$ cat src/hdl/fifo_sync_pkg.sv
// shared constants and types for the cross-domain fifo status logic
package fifo_sync_pkg;
   localparam int DATA_W        = 8;   // write word width
   localparam int RD_W          = 16;  // read port width (wide mode uses all of it)
   localparam int ADDR_W        = 4;
   localparam int PTR_W         = 5;   // one wrap bit above the address
   localparam int DEPTH         = 16;
   localparam int SYNC_STAGES   = 2;   // synchronizer stages per pointer crossing
   localparam int BUF_DEPTH     = 4;   // words in the write staging buffer
   localparam int CLK_PERIOD_NS = 20;
   // flag clear delay in periods: one on the acting side plus three plus the chain
   localparam int FLAG_CLEAR_CYCLES = 1 + 3 + SYNC_STAGES;

   localparam logic [PTR_W-1:0]  FULL_LEVEL    = 5'h10;
   localparam logic [PTR_W-1:0]  TWO_WORDS     = 5'h02;
   localparam logic [PTR_W-1:0]  ONE_WORD      = 5'h01;
   localparam logic [PTR_W-1:0]  PTR_RST       = 5'h00;
   localparam logic              FULL_RST      = 1'b0;
   localparam logic              EMPTY_RST     = 1'b1;
   localparam logic [DATA_W-1:0] ZERO_WORD     = 8'h00;
   localparam logic [RD_W-1:0]   RD_DATA_RST   = 16'h0000;
   localparam logic [3:0]        SETTLE_CYCLES = 4'h8;

   typedef logic [PTR_W-1:0] ptr_t;

   typedef enum logic [0:0] {RD_IDLE, RD_SECOND} read_state_t;
endpackage

$ cat src/hdl/dual_clock_fifo_status_sync.sv
// fifo with gray pointer crossings, pessimistic flags and per-side word counts
//
// Functional notes
// RULE1: full clears no sooner than one read period plus 3+N write periods; the code clears it 3+N periods after the pop edge.
// RULE2: empty clears no sooner than one write period plus 3+N read periods.
// RULE3: integrator keeps full-clear delay shorter than draining a full fifo.
// RULE4: integrator keeps empty-clear delay shorter than filling an empty fifo.
// RULE5: one word count on the write side, another on the read side.
// RULE6: word counts may lag and jump; approximate while traffic flows.
// RULE7: after a few idle cycles both counts equal the stored word count.
// RULE8: crossing tolerates any phase or rate relation of the two sides.
// RULE9: optional wide read port and first-word fall-through read mode.
// RULE10: full sets on the edge where the fifo becomes full.
// RULE11: empty sets on the edge where the fifo becomes empty.
// RULE12: pointers cross in gray code through the N-stage chain.
`timescale 1ns/1ns
`default_nettype none
module dual_clock_fifo_status_sync
(
   input  wire logic                              core_clk_i,
   input  wire logic                              rst_b_i,
   input  wire logic                              wr_valid_i,
   input  wire logic [fifo_sync_pkg::DATA_W-1:0]  wr_data_i,
   output logic                                   wr_ready_o,
   output logic                                   full_o,
   output logic [fifo_sync_pkg::PTR_W-1:0]        wr_count_o,
   input  wire logic                              rd_en_i,
   input  wire logic                              fwft_mode_i,
   input  wire logic                              wide_read_i,
   output logic [fifo_sync_pkg::RD_W-1:0]         rd_data_o,
   output logic                                   rd_valid_o,
   output logic                                   empty_o,
   output logic [fifo_sync_pkg::PTR_W-1:0]        rd_count_o
);
   logic [fifo_sync_pkg::DATA_W-1:0] mem_reg [fifo_sync_pkg::DEPTH];
   logic [fifo_sync_pkg::DATA_W-1:0] buf_data;
   logic [fifo_sync_pkg::DATA_W-1:0] head;
   logic                             buf_valid;
   logic                             push;
   logic                             pop;
   fifo_sync_pkg::ptr_t              wr_ptr_reg;
   fifo_sync_pkg::ptr_t              wr_ptr_next;
   fifo_sync_pkg::ptr_t              rd_ptr_reg;
   fifo_sync_pkg::ptr_t              rd_ptr_next;
   fifo_sync_pkg::ptr_t              wr_gray_reg;
   fifo_sync_pkg::ptr_t              rd_gray_reg;
   fifo_sync_pkg::ptr_t              wr_sync_reg [fifo_sync_pkg::SYNC_STAGES];
   fifo_sync_pkg::ptr_t              rd_sync_reg [fifo_sync_pkg::SYNC_STAGES];
   fifo_sync_pkg::ptr_t              wr_bin_pipe_reg;
   fifo_sync_pkg::ptr_t              rd_bin_pipe_reg;
   fifo_sync_pkg::ptr_t              wr_count_reg;
   fifo_sync_pkg::ptr_t              rd_count_reg;
   logic                             full_reg;
   logic                             core_empty_reg;
   fifo_sync_pkg::read_state_t       state_reg;
   fifo_sync_pkg::read_state_t       state_next;
   logic [fifo_sync_pkg::RD_W-1:0]   rd_data_reg;
   logic                             valid_reg;
   logic                             valid_next;
   function automatic fifo_sync_pkg::ptr_t bin2gray(input fifo_sync_pkg::ptr_t b);
      return b ^ (b >> 1);
   endfunction
   function automatic fifo_sync_pkg::ptr_t gray2bin(input fifo_sync_pkg::ptr_t g);
      fifo_sync_pkg::ptr_t b;
      b = g;
      for (int i = fifo_sync_pkg::PTR_W - 2; i >= 0; i--)
         b[i] = b[i+1] ^ g[i];
      return b;
   endfunction
   // staging buffer absorbs bursts; it drains only while full is clear
   stream_fifo
   #(
      .WIDTH (fifo_sync_pkg::DATA_W),
      .DEPTH (fifo_sync_pkg::BUF_DEPTH)
   )
   u_stage
   (
      .core_clk_i  (core_clk_i),
      .rst_b_i     (rst_b_i),
      .in_valid_i  (wr_valid_i),
      .in_ready_o  (wr_ready_o),
      .in_data_i   (wr_data_i),
      .out_valid_o (buf_valid),
      .out_ready_i (!full_reg),
      .out_data_o  (buf_data)
   );
   // write side: pessimistic full compares against a delayed read pointer
   assign push        = buf_valid && !full_reg;
   assign wr_ptr_next = wr_ptr_reg + fifo_sync_pkg::ptr_t'(push);
   assign head        = mem_reg[rd_ptr_reg[fifo_sync_pkg::ADDR_W-1:0]];
   always_ff @(posedge core_clk_i)
   begin
      if (push)
         mem_reg[wr_ptr_reg[fifo_sync_pkg::ADDR_W-1:0]] <= buf_data;
   end
   // full sets at once from the write pointer, clears only once the read news lands
   always_ff @(posedge core_clk_i)
   begin
      if (!rst_b_i)
      begin
         wr_ptr_reg   <= fifo_sync_pkg::PTR_RST;
         full_reg     <= fifo_sync_pkg::FULL_RST;
         wr_count_reg <= fifo_sync_pkg::PTR_RST;
      end
      else
      begin
         wr_ptr_reg   <= wr_ptr_next;
         full_reg     <= (wr_ptr_next - rd_bin_pipe_reg) == fifo_sync_pkg::FULL_LEVEL; // RULE10 RULE1
         wr_count_reg <= wr_ptr_next - rd_bin_pipe_reg; // RULE5 RULE6
      end
   end
   // gray registers, n-stage chains and a decode stage in each direction;
   // first chain stage feeds only the second, so metastable samples stay contained
   always_ff @(posedge core_clk_i)
   begin
      if (!rst_b_i)
      begin
         wr_gray_reg     <= fifo_sync_pkg::PTR_RST;
         rd_gray_reg     <= fifo_sync_pkg::PTR_RST;
         wr_bin_pipe_reg <= fifo_sync_pkg::PTR_RST;
         rd_bin_pipe_reg <= fifo_sync_pkg::PTR_RST;
         for (int i = 0; i < fifo_sync_pkg::SYNC_STAGES; i++)
         begin
            wr_sync_reg[i] <= fifo_sync_pkg::PTR_RST;
            rd_sync_reg[i] <= fifo_sync_pkg::PTR_RST;
         end
      end
      else
      begin
         wr_gray_reg    <= bin2gray(wr_ptr_reg); // RULE12
         rd_gray_reg    <= bin2gray(rd_ptr_reg); // RULE12
         wr_sync_reg[0] <= wr_gray_reg; // RULE8
         rd_sync_reg[0] <= rd_gray_reg; // RULE8
         for (int i = 1; i < fifo_sync_pkg::SYNC_STAGES; i++)
         begin
            wr_sync_reg[i] <= wr_sync_reg[i-1];
            rd_sync_reg[i] <= rd_sync_reg[i-1];
         end
         wr_bin_pipe_reg <= gray2bin(wr_sync_reg[fifo_sync_pkg::SYNC_STAGES-1]); // RULE2
         rd_bin_pipe_reg <= gray2bin(rd_sync_reg[fifo_sync_pkg::SYNC_STAGES-1]); // RULE1
      end
   end
   // read sequencing; wide reads take two entries over two cycles so the
   // gray pointer still moves by one step per cycle
   always_comb
   begin
      pop        = 1'b0;
      state_next = state_reg;
      case (state_reg)
         fifo_sync_pkg::RD_IDLE:
         begin
            if (wide_read_i)
            begin
               if (rd_en_i && (rd_count_reg >= fifo_sync_pkg::TWO_WORDS)) // RULE9
               begin
                  pop        = 1'b1;
                  state_next = fifo_sync_pkg::RD_SECOND;
               end
            end
            else if (fwft_mode_i)
               pop = !core_empty_reg && (!valid_reg || rd_en_i); // RULE9
            else
               pop = rd_en_i && !core_empty_reg;
         end
         fifo_sync_pkg::RD_SECOND:
         begin
            pop        = 1'b1;
            state_next = fifo_sync_pkg::RD_IDLE;
         end
         default:
            state_next = fifo_sync_pkg::RD_IDLE;
      endcase
   end
   assign rd_ptr_next = rd_ptr_reg + fifo_sync_pkg::ptr_t'(pop);
   // empty sets at once from the read pointer, clears only once the write news lands
   always_ff @(posedge core_clk_i)
   begin
      if (!rst_b_i)
      begin
         rd_ptr_reg     <= fifo_sync_pkg::PTR_RST;
         core_empty_reg <= fifo_sync_pkg::EMPTY_RST;
         rd_count_reg   <= fifo_sync_pkg::PTR_RST;
         state_reg      <= fifo_sync_pkg::RD_IDLE;
      end
      else
      begin
         rd_ptr_reg     <= rd_ptr_next;
         core_empty_reg <= (wr_bin_pipe_reg == rd_ptr_next); // RULE11 RULE2
         rd_count_reg   <= wr_bin_pipe_reg - rd_ptr_next; // RULE5 RULE6
         state_reg      <= state_next;
      end
   end
   // valid means a one-cycle data strobe, except in fall-through where it means held data
   always_comb
   begin
      if (state_reg == fifo_sync_pkg::RD_SECOND)
         valid_next = 1'b1;
      else if (wide_read_i)
         valid_next = 1'b0;
      else if (fwft_mode_i)
         valid_next = pop ? 1'b1 : (rd_en_i ? 1'b0 : valid_reg);
      else
         valid_next = pop;
   end
   // read data register; low word first in wide mode
   always_ff @(posedge core_clk_i)
   begin
      if (!rst_b_i)
      begin
         rd_data_reg <= fifo_sync_pkg::RD_DATA_RST;
         valid_reg   <= 1'b0;
      end
      else
      begin
         valid_reg <= valid_next;
         if (pop && (state_reg == fifo_sync_pkg::RD_SECOND))
            rd_data_reg[fifo_sync_pkg::RD_W-1:fifo_sync_pkg::DATA_W] <= head; // RULE9
         else if (pop)
            rd_data_reg <= {fifo_sync_pkg::ZERO_WORD, head};
      end
   end
   // a depth of 16 against a 6-cycle clear delay keeps full and empty apart here
   assign full_o     = full_reg; // RULE4 RULE3
   assign wr_count_o = wr_count_reg;
   assign rd_count_o = rd_count_reg;
   assign rd_data_o  = rd_data_reg;
   assign rd_valid_o = valid_reg;
   assign empty_o    = wide_read_i ? (rd_count_reg < fifo_sync_pkg::TWO_WORDS) :
                       (fwft_mode_i ? !valid_reg : core_empty_reg);
   // helper for checks: true occupancy and cycles without pointer movement
   fifo_sync_pkg::ptr_t occ;
   logic [3:0]          idle_cnt_reg;
   assign occ = wr_ptr_reg - rd_ptr_reg;
   always_ff @(posedge core_clk_i)
   begin
      if (!rst_b_i)
         idle_cnt_reg <= 4'h0;
      else if (push || pop)
         idle_cnt_reg <= 4'h0;
      else if (idle_cnt_reg != fifo_sync_pkg::SETTLE_CYCLES)
         idle_cnt_reg <= idle_cnt_reg + 4'h1;
   end

   property p_full_clear_delay;
      @(posedge core_clk_i) disable iff (!rst_b_i)
      pop && full_reg && (occ == fifo_sync_pkg::FULL_LEVEL) |=> full_reg [*5] ##1 !full_reg;
   endproperty
   a_full_clear_delay: assert property (p_full_clear_delay) else $error("full cleared off time"); // RULE1
   property p_empty_clear_delay;
      @(posedge core_clk_i) disable iff (!rst_b_i)
      push && (occ == fifo_sync_pkg::PTR_RST) |=> core_empty_reg [*5] ##1 !core_empty_reg;
   endproperty
   a_empty_clear_delay: assert property (p_empty_clear_delay) else $error("empty cleared off time"); // RULE2
   property p_wr_count_pessimistic;
      @(posedge core_clk_i) disable iff (!rst_b_i)
      wr_count_reg >= occ;
   endproperty
   a_wr_count_pessimistic: assert property (p_wr_count_pessimistic) else $error("write count low"); // RULE6
   property p_rd_count_pessimistic;
      @(posedge core_clk_i) disable iff (!rst_b_i)
      rd_count_reg <= occ;
   endproperty
   a_rd_count_pessimistic: assert property (p_rd_count_pessimistic) else $error("read count high"); // RULE6
   property p_counts_settle;
      @(posedge core_clk_i) disable iff (!rst_b_i)
      idle_cnt_reg == fifo_sync_pkg::SETTLE_CYCLES |-> wr_count_o == occ && rd_count_o == occ;
   endproperty
   a_counts_settle: assert property (p_counts_settle) else $error("counts not settled"); // RULE7
   property p_full_sets;
      @(posedge core_clk_i) disable iff (!rst_b_i)
      push && (occ == 5'h0F) |=> full_o;
   endproperty
   a_full_sets: assert property (p_full_sets) else $error("full late"); // RULE10
   // judged on true occupancy: the read count may lag a write that is still crossing
   property p_empty_sets;
      @(posedge core_clk_i) disable iff (!rst_b_i)
      pop && (occ == fifo_sync_pkg::ONE_WORD) |=> core_empty_reg;
   endproperty
   a_empty_sets: assert property (p_empty_sets) else $error("empty late"); // RULE11
   property p_gray_one_bit;
      @(posedge core_clk_i) disable iff (!rst_b_i)
      $onehot0(wr_gray_reg ^ $past(wr_gray_reg)) && $onehot0(rd_gray_reg ^ $past(rd_gray_reg));
   endproperty
   a_gray_one_bit: assert property (p_gray_one_bit) else $error("gray step too wide"); // RULE12
   property p_wide_read;
      @(posedge core_clk_i) disable iff (!rst_b_i)
      state_reg == fifo_sync_pkg::RD_IDLE && wide_read_i && pop |=> pop ##1 rd_valid_o;
   endproperty
   a_wide_read: assert property (p_wide_read) else $error("wide read sequence broken"); // RULE9
   c_full: cover property (@(posedge core_clk_i) disable iff (!rst_b_i) $rose(full_o));
   c_drain: cover property (@(posedge core_clk_i) disable iff (!rst_b_i)
      full_o ##[1:60] core_empty_reg);
   c_wide: cover property (@(posedge core_clk_i) disable iff (!rst_b_i)
      wide_read_i && rd_valid_o);
   c_fwft: cover property (@(posedge core_clk_i) disable iff (!rst_b_i)
      fwft_mode_i && rd_valid_o && rd_en_i ##1 rd_valid_o);
endmodule // dual_clock_fifo_status_sync
`default_nettype wire

$ cat src/hdl/stream_fifo.sv
// small valid/ready fifo held in flip-flops, used as write staging buffer
`timescale 1ns/1ns
`default_nettype none
module stream_fifo
#(
   parameter int WIDTH = 8,
   parameter int DEPTH = 4
)
(
   input  wire logic             core_clk_i,
   input  wire logic             rst_b_i,
   input  wire logic             in_valid_i,
   output logic                  in_ready_o,
   input  wire logic [WIDTH-1:0] in_data_i,
   output logic                  out_valid_o,
   input  wire logic             out_ready_i,
   output logic [WIDTH-1:0]      out_data_o
);
   localparam int IDX_W = (DEPTH > 1) ? $clog2(DEPTH) : 1;
   localparam int CNT_W = $clog2(DEPTH + 1);
   localparam logic [IDX_W-1:0] LAST_IDX = IDX_W'(DEPTH - 1);
   localparam logic [CNT_W-1:0] FULL_CNT = CNT_W'(DEPTH);

   logic [WIDTH-1:0] mem_reg [DEPTH];
   logic [IDX_W-1:0] wr_idx_reg;
   logic [IDX_W-1:0] rd_idx_reg;
   logic [CNT_W-1:0] count_reg;
   logic             push;
   logic             pop;

   // honest flags straight from the count
   assign in_ready_o  = (count_reg != FULL_CNT);
   assign out_valid_o = (count_reg != '0);
   assign out_data_o  = mem_reg[rd_idx_reg];
   assign push        = in_valid_i && in_ready_o;
   assign pop         = out_valid_o && out_ready_i;

   // storage has no reset; only entries behind a valid count are ever read
   always_ff @(posedge core_clk_i)
   begin
      if (push)
         mem_reg[wr_idx_reg] <= in_data_i;
   end

   // index and occupancy bookkeeping
   always_ff @(posedge core_clk_i)
   begin
      if (!rst_b_i)
      begin
         wr_idx_reg <= '0;
         rd_idx_reg <= '0;
         count_reg  <= '0;
      end
      else
      begin
         if (push)
            wr_idx_reg <= (wr_idx_reg == LAST_IDX) ? '0 : wr_idx_reg + 1'b1;
         if (pop)
            rd_idx_reg <= (rd_idx_reg == LAST_IDX) ? '0 : rd_idx_reg + 1'b1;
         if (push && !pop)
            count_reg <= count_reg + 1'b1;
         else if (pop && !push)
            count_reg <= count_reg - 1'b1;
      end
   end

   // a stalled head word must neither vanish nor change
   property p_head_holds;
      @(posedge core_clk_i) disable iff (!rst_b_i)
      out_valid_o && !out_ready_i |=> out_valid_o && $stable(out_data_o);
   endproperty
   a_head_holds: assert property (p_head_holds) else $error("staging head lost under stall");

   property p_fills_when_stalled;
      @(posedge core_clk_i) disable iff (!rst_b_i)
      (!out_ready_i && in_valid_i) [*4] |-> !in_ready_o || ($past(count_reg) < count_reg);
   endproperty
   a_fills_when_stalled: assert property (p_fills_when_stalled) else $error("buffer not filling");
endmodule // stream_fifo
`default_nettype wire

$ cat config.mk
export PLATFORM = sky130hd
export DESIGN_NAME = dual_clock_fifo_status_sync
export DESIGN_NICKNAME = d
export VERILOG_FILES = /design/src/hdl/fifo_sync_pkg.sv /design/src/hdl/dual_clock_fifo_status_sync.sv /design/src/hdl/stream_fifo.sv
export SDC_FILE = /design/constraint.sdc
export NUM_CORES = 1
export LEC_CHECK = 0
export ABC_AREA = 0
export BUFFER_PORTS_ARGS = -buffer_cell sky130_fd_sc_hd__buf_2
export CORE_MARGIN = 2
export CORE_UTILIZATION = 35
export CTS_CLUSTER_DIAMETER = 30
export DETAILED_ROUTE_END_ITERATION = 10
export PLACE_DENSITY = 0.51
export SLEW_MARGIN = 20
export SYNTH_ARGS = -nofsm -noshare
export SYNTH_HDL_FRONTEND = slang
export SYNTH_SLANG_ARGS = --single-unit
export TNS_END_PERCENT = 50
$ cat constraint.sdc
create_clock -name core_clk_i -period 8.2 [get_ports core_clk_i]
set_clock_uncertainty 0.05 [all_clocks]
set_input_delay 0 -clock core_clk_i [delete_from_list [all_inputs] [get_ports core_clk_i]]
set_output_delay 0 -clock core_clk_i [all_outputs]
set_load 0.005 [all_outputs]
### After elaboration in Yosys (flattened, before gate mapping)

Memory sizes are Yosys's and may differ from the RTL's. A register that Yosys moved wholly into a read port is not among the register bits.
Cells that the tools add are included.

| cells by class | value |
|---|---|
| $lt $le $gt $ge | 2 |
| shifts and indexed selects | 0 |
| multiply operators | 0 |
| add/sub/neg operators | 8 |
| eq/ne operators | 6 |
| bitwise gates (word level) | 16 |
| muxes and demuxes | 32 |
| div/mod/pow operators | 0 |
| reduce and logical (&&, ||, !) cells | 18 |

Operators with widths:

| kind | number |
|---|---|
| $mux W5 | 4 |
| $mux W1 | 17 |
| $mux W16 | 1 |
| $add A5 B1 Y5 | 2 |
| $sub A5 B5 Y5 | 2 |
| $xor A5 B4 Y5 | 2 |
| $logic_and A1 B1 Y1 | 8 |
| $mux W2 | 4 |
| $mux W8 | 1 |
| $xor A1 B1 Y1 | 8 |
| $mux W3 | 2 |
| $eq A5 B5 Y1 | 1 |
| $eq A5 B5 Y1 const B | 1 |
| $ge A5 B2 Y1 const B | 1 |
| $logic_not A1 Y1 | 5 |
| $lt A5 B2 Y1 const B | 1 |
| $ne A5 B2 Y1 const B | 1 |
| $add A2 B1 Y2 const B | 2 |
| $eq A2 B2 Y1 const B | 2 |
| $mux W4 | 1 |
| $or A1 B1 Y1 | 4 |
| $pmux W1 S2 | 2 |
| $reduce_bool A2 Y1 | 2 |
| $add A3 B1 Y3 const B | 1 |
| other kinds (6) | 7 |

| storage, ports and cells | value |
|---|---|
| bits in latches | 0 |
| memories kept | 4 |
| ROM bits | 0 |
| bits in registers | 67 |
| word-level logic and storage cells | 103 |
| RAM bits | 180 |

Memories:

| name | depth | bits a word | rd ports | clocked after memory_dff | write ports | line | source |
|---|---|---|---|---|---|---|---|
| mem_reg | 16 | 8 | 1 | 1 | 1 | dual_clock_fifo_status_sync.sv:35 | `logic [fifo_sync_pkg::DATA_W-1:0] mem_reg [fifo_sync_pkg::DEPTH];` |
| u_stage.mem_reg | 4 | 8 | 1 | 1 | 1 | stream_fifo.sv:24 | `logic [WIDTH-1:0] mem_reg [DEPTH];` |
| rd_sync_reg | 2 | 5 | 2 | 0 | 2 | dual_clock_fifo_status_sync.sv:48 | `fifo_sync_pkg::ptr_t rd_sync_reg [fifo_sync_pkg::SYNC_STAGES];` |
| wr_sync_reg | 2 | 5 | 2 | 0 | 2 | dual_clock_fifo_status_sync.sv:47 | `fifo_sync_pkg::ptr_t wr_sync_reg [fifo_sync_pkg::SYNC_STAGES];` |

### Logic depth before layout (Yosys ltp)

| depth | value |
|---|---|
| depth after elaboration | 10 |
| gate-level depth with buffers | 12 |
| gate-level depth less buffers | 12 |

### By module

A second synthesis with hierarchy kept.

| second synthesis, totals | value |
|---|---|
| cell total of the unflattened synthesis | 587 |
| area, all modules | 9,640.5 um^2 |

Modules (own cells, without submodules):

| module | cells an instance | seq. area each (um^2) | area each (um^2) | times used |
|---|---|---|---|---|
| dual_clock_fifo_status_sync | 494 | 5,445.2 | 8,005.2 | 1 |
| stream_fifo | 93 | 1,141.1 | 1,635.3 | 1 |

### Worst setup path after synthesis

Ideal clock, no wire load.

| path | value |
|---|---|
| kind | reg-to-reg |
| start point | register rd_count_reg[1], in the netlist rd_count_o[1] |
| end point | register rd_count_reg[4], in the netlist rd_count_o[4] |
| data required time | 8.035 ns |
| path slack | 4.920 ns |
| clock period less this slack | 3.280 ns |
| arrival time | 3.115 ns |
| cell stages (with the launch flop) | 13 |
| library setup time | 0.115 ns |
| cells stage by stage | dfxtp_1 -> or4_1 -> nand3_2 -> nand2_1 -> or2_2 -> ha_1 -> ha_1 -> inv_1 -> fa_1 -> a21o_1 -> maj3_1 -> xor2_1 -> and2_1 |

| between the ends | value |
|---|---|
| cells in the longest elaborated chain, start to end | 7 |

RTL lines:

| element | line | source |
|---|---|---|
| start, declared | dual_clock_fifo_status_sync.sv:52 | `fifo_sync_pkg::ptr_t rd_count_reg;` |
| start signal, assigned | dual_clock_fifo_status_sync.sv:182 | `rd_count_reg <= fifo_sync_pkg::PTR_RST;` |
| start signal, assigned | dual_clock_fifo_status_sync.sv:189 | `rd_count_reg <= wr_bin_pipe_reg - rd_ptr_next;` |
| $ge A5 B2 Y1 | dual_clock_fifo_status_sync.sv:154 | `if (rd_en_i && (rd_count_reg >= fifo_sync_pkg::TWO_WORDS))` |
| $logic_and A1 B1 Y1 | dual_clock_fifo_status_sync.sv:154 |  |
| $mux W1 | dual_clock_fifo_status_sync.sv:154 |  |
| $mux W1 | dual_clock_fifo_status_sync.sv:152 | `if (wide_read_i)` |
| $pmux W1 S2 | dual_clock_fifo_status_sync.sv:149 | `case (state_reg)` |
| $add A5 B1 Y5 | dual_clock_fifo_status_sync.sv:174 | `assign rd_ptr_next = rd_ptr_reg + fifo_sync_pkg::ptr_t'(pop);` |
| named net rd_ptr_next[1] | dual_clock_fifo_status_sync.sv:44 | `fifo_sync_pkg::ptr_t rd_ptr_next;` |
| $sub A5 B5 Y5 | dual_clock_fifo_status_sync.sv:189 |  |

The timed path passes the listed nets, and every way through them passes these cells.
A chain may end at the register's enable or synchronous reset.

### Final worst setup path

Same ends and word-level chain as after synthesis.

==> reports/summary.txt <==
Synth top area cells = edfxtp_1, dfxtp_1, mux4_2, ha_1, and2_1
Resized Gates After CTS = 0
Final Max Slew Viols = 0
Ant. Diodes = 0
Post-synthesis cell type count = 40
FFs w/ async S/R, synth = 0%
Final WS setup = 4.76 ns
Post-layout min period = 3.44 ns
# IOs = 44
Post-synth EDFFs = 160
Root buffer cell = clkbuf_16
Status = complete, no violations
Synth area leader = edfxtp_1
Wire length per cell = 17.7 um
HPWL Detailed = 11800 um
Max clock buf depth = 3
Full die area = 28800 um2
Hold Path Class = in -> reg
Slew margin rel. = 35.7%
Fin Setup TNS = 0 ns
Filler Cell Count = 2354
Power Total = 4.41 mW
Worst setup EP type = register
Final hold viol count = 0
Static Leak = 4.57 nW
Crit-path max FO = 5
H-tree lvl count = 2
Utilization after layout = 44.3%
Pre-antenna DRT Iters = 4
Post-CTS Setup Repair Bufs = 0
CP arrival = 3.80 ns
Clock Sinks = 249
Hold Crit Start = rst_b_i
Final setup violation count = 0
Worst r2r src = rd_count_o[1]
Area Growth Syn to Fin = 24.1%
Placed Cells incl. Taps = 946
YS warnings = 0
Hold Buf Count CTS = 13
Port bufs = 43
Top cell type's share of synthesized area = 50.0%
Vias = 5025
Final instance area = 11900 um2
CTS tree = built
PD cells = 369 nW/um2
Vias in the first global route = 5433
Initial drt markers = 222
F_max = 291 MHz
Synth Net Count = 627
DIE WIDTH = 170 um
Share of layout cells above drive strength 1 = 23.6%
Register area share after synthesis = 68.5%
Commonest cells post-synth = edfxtp_1, dfxtp_1, and2_1, mux4_2, ha_1
Clock latency on the worst-skew pair = 0.53 ns
Residual DRC = 0
Post-Synthesis Cell Area = 9620 um2
RSZ-0062 raised after global routing = no
Final nets = 714
Grt ovf = 0
First-pass GRT wire length = 29400 um
GRT Overall Usage = 13.3%
CP Launch Type = register
Crit path required time = 8.57 ns
Worst Reg-to-Reg Cells = 12
Layout Cells excl Fill = 1050
Die H = 170 um
Worst Hold Endpoint = core_empty_reg
VDD IR max = 0.000234 V
DP Area = 10100 um2
Max Cap Viol = 0
Cts bufs inserted = 49
Initial antenna violation count = 0
Top_reg_cell synth = edfxtp_1
Vias/cell = 4.79
Row count = 60
Avg Cell Area, Syn = 16.5 um2
Final GP Congestion = 0.701
Hold path depth = 2
Synth Register Bits = 249
Final WL = 18500 um
Core area = 27000 um2
Pre-CTS setup slack = 4.77 ns
Largest register FFs = 128
Critical path type = reg -> reg
Period utilisation layout = 41.9%
Most numerous cell in the Yosys netlist = edfxtp_1
Hold WS = 0.0816 ns
Reg2Reg Setup Slack = 4.76 ns
Final ANT Viol Nets = 0
Worst Tran Pin Value = 0.965 ns
Gate Count Post-Synth = 582
CTS clock-pin slew for the worst setup and hold paths = 0.05 ns
Largest net degree at the start of global routing = 75
RR Endpoint = rd_count_o[4]
Initial core utilization = 35.7%
## cells by family after synthesis
| logic type | after synthesis | share of synthesized area, % |
|---|---|---|
| flip-flops | 249 | 68.5 |
| AND/OR/NAND/NOR | 122 | 7.55 |
| multiplexers | 59 | 11.4 |
| AO/OA/AOI/OAI | 50 | 3.49 |
| buffers and inverters | 42 | 2.17 |
| adder cells (fa/ha/maj) | 32 | 4.37 |
| XOR/XNOR | 28 | 2.55 |
## critical path, stage by stage, from the launching register on
cell and delay [ns]:
dfxtp_1 0.31, or4_1 0.57, nand3_2 0.14, nand2_1 0.08, or2_2 0.30, ha_1 0.20
ha_1 0.29, inv_1 0.07, fa_1 0.46, a21o_1 0.17, maj3_1 0.36, xor2_1 0.16
and2_1 0.17
## cell usage in the layout, fill, tap and decap left out, types with 2 or more instances in the layout
cell type	count
nand3_1	3
edfxtp_1	160
clkbuf_8	3
nor3_1	2
mux2i_1	19
and2_1	55
clkbuf_1	10
a21o_1	20
o22ai_1	16
and3_1	20
fa_1	3
dfxtp_1	88
clkbuf_16	52
clkinv_4	6
nand2b_1	2
clkinv_1	3
nor2b_1	17
dlygate4sd3_1	13
inv_6	3
buf_4	3
xor2_1	19
clkinvlp_4	5
a211o_1	2
xnor2_1	9
o21ai_0	3
bufinv_16	4
inv_1	19
clkinv_2	4
nand2_1	8
ha_1	28
a21oi_1	6
mux4_2	39
nor2_1	8
buf_2	43
## cell type report
cell class                      instances  area, um2  area share (%)
Sequential cell                       249       6590            55.2
Multi-Input combinational cell        291       2820            23.6
Clock buffer                           65       1380            11.6
Tap cell                              341        427            3.58
Timing Repair Buffer                   59        368            3.08
Clock inverter                         26        279            2.34
Inverter                               19       71.3           0.598
## worst max-delay path by stage
stage                     slack [ns]             to     startpoint
after global placement          4.81  rd_count_o[4]  rd_count_o[1]
after detailed placement        4.77  rd_count_o[4]  rd_count_o[1]
after CTS                       4.76  rd_count_o[4]  rd_count_o[1]
final                           4.76  rd_count_o[4]  rd_count_o[1]
after global routing            4.61  rd_count_o[4]  rd_count_o[1]
after floorplan                 4.92  rd_count_o[4]  rd_count_o[1]
## layer usage
metal / part of all wire, % / track usage, % / vias up
met1: 44 / 16.9 / 2546
met4: 1.7 / 4.42 / 0
met5: 0 / 0 / -
li1: - / - / 2361
met3: 3.7 / 3.24 / 25
met2: 50 / 22.4 / 93
## power by group
part	switching (mW)	total (mW)	internal (mW)	leakage [nW]
Sequential	0.0698	1.66	1.59	2.17
Combinational	0.455	0.801	0.346	1.60
Clock	0.631	1.94	1.31	0.796
(Power assumes the default switching activity.)
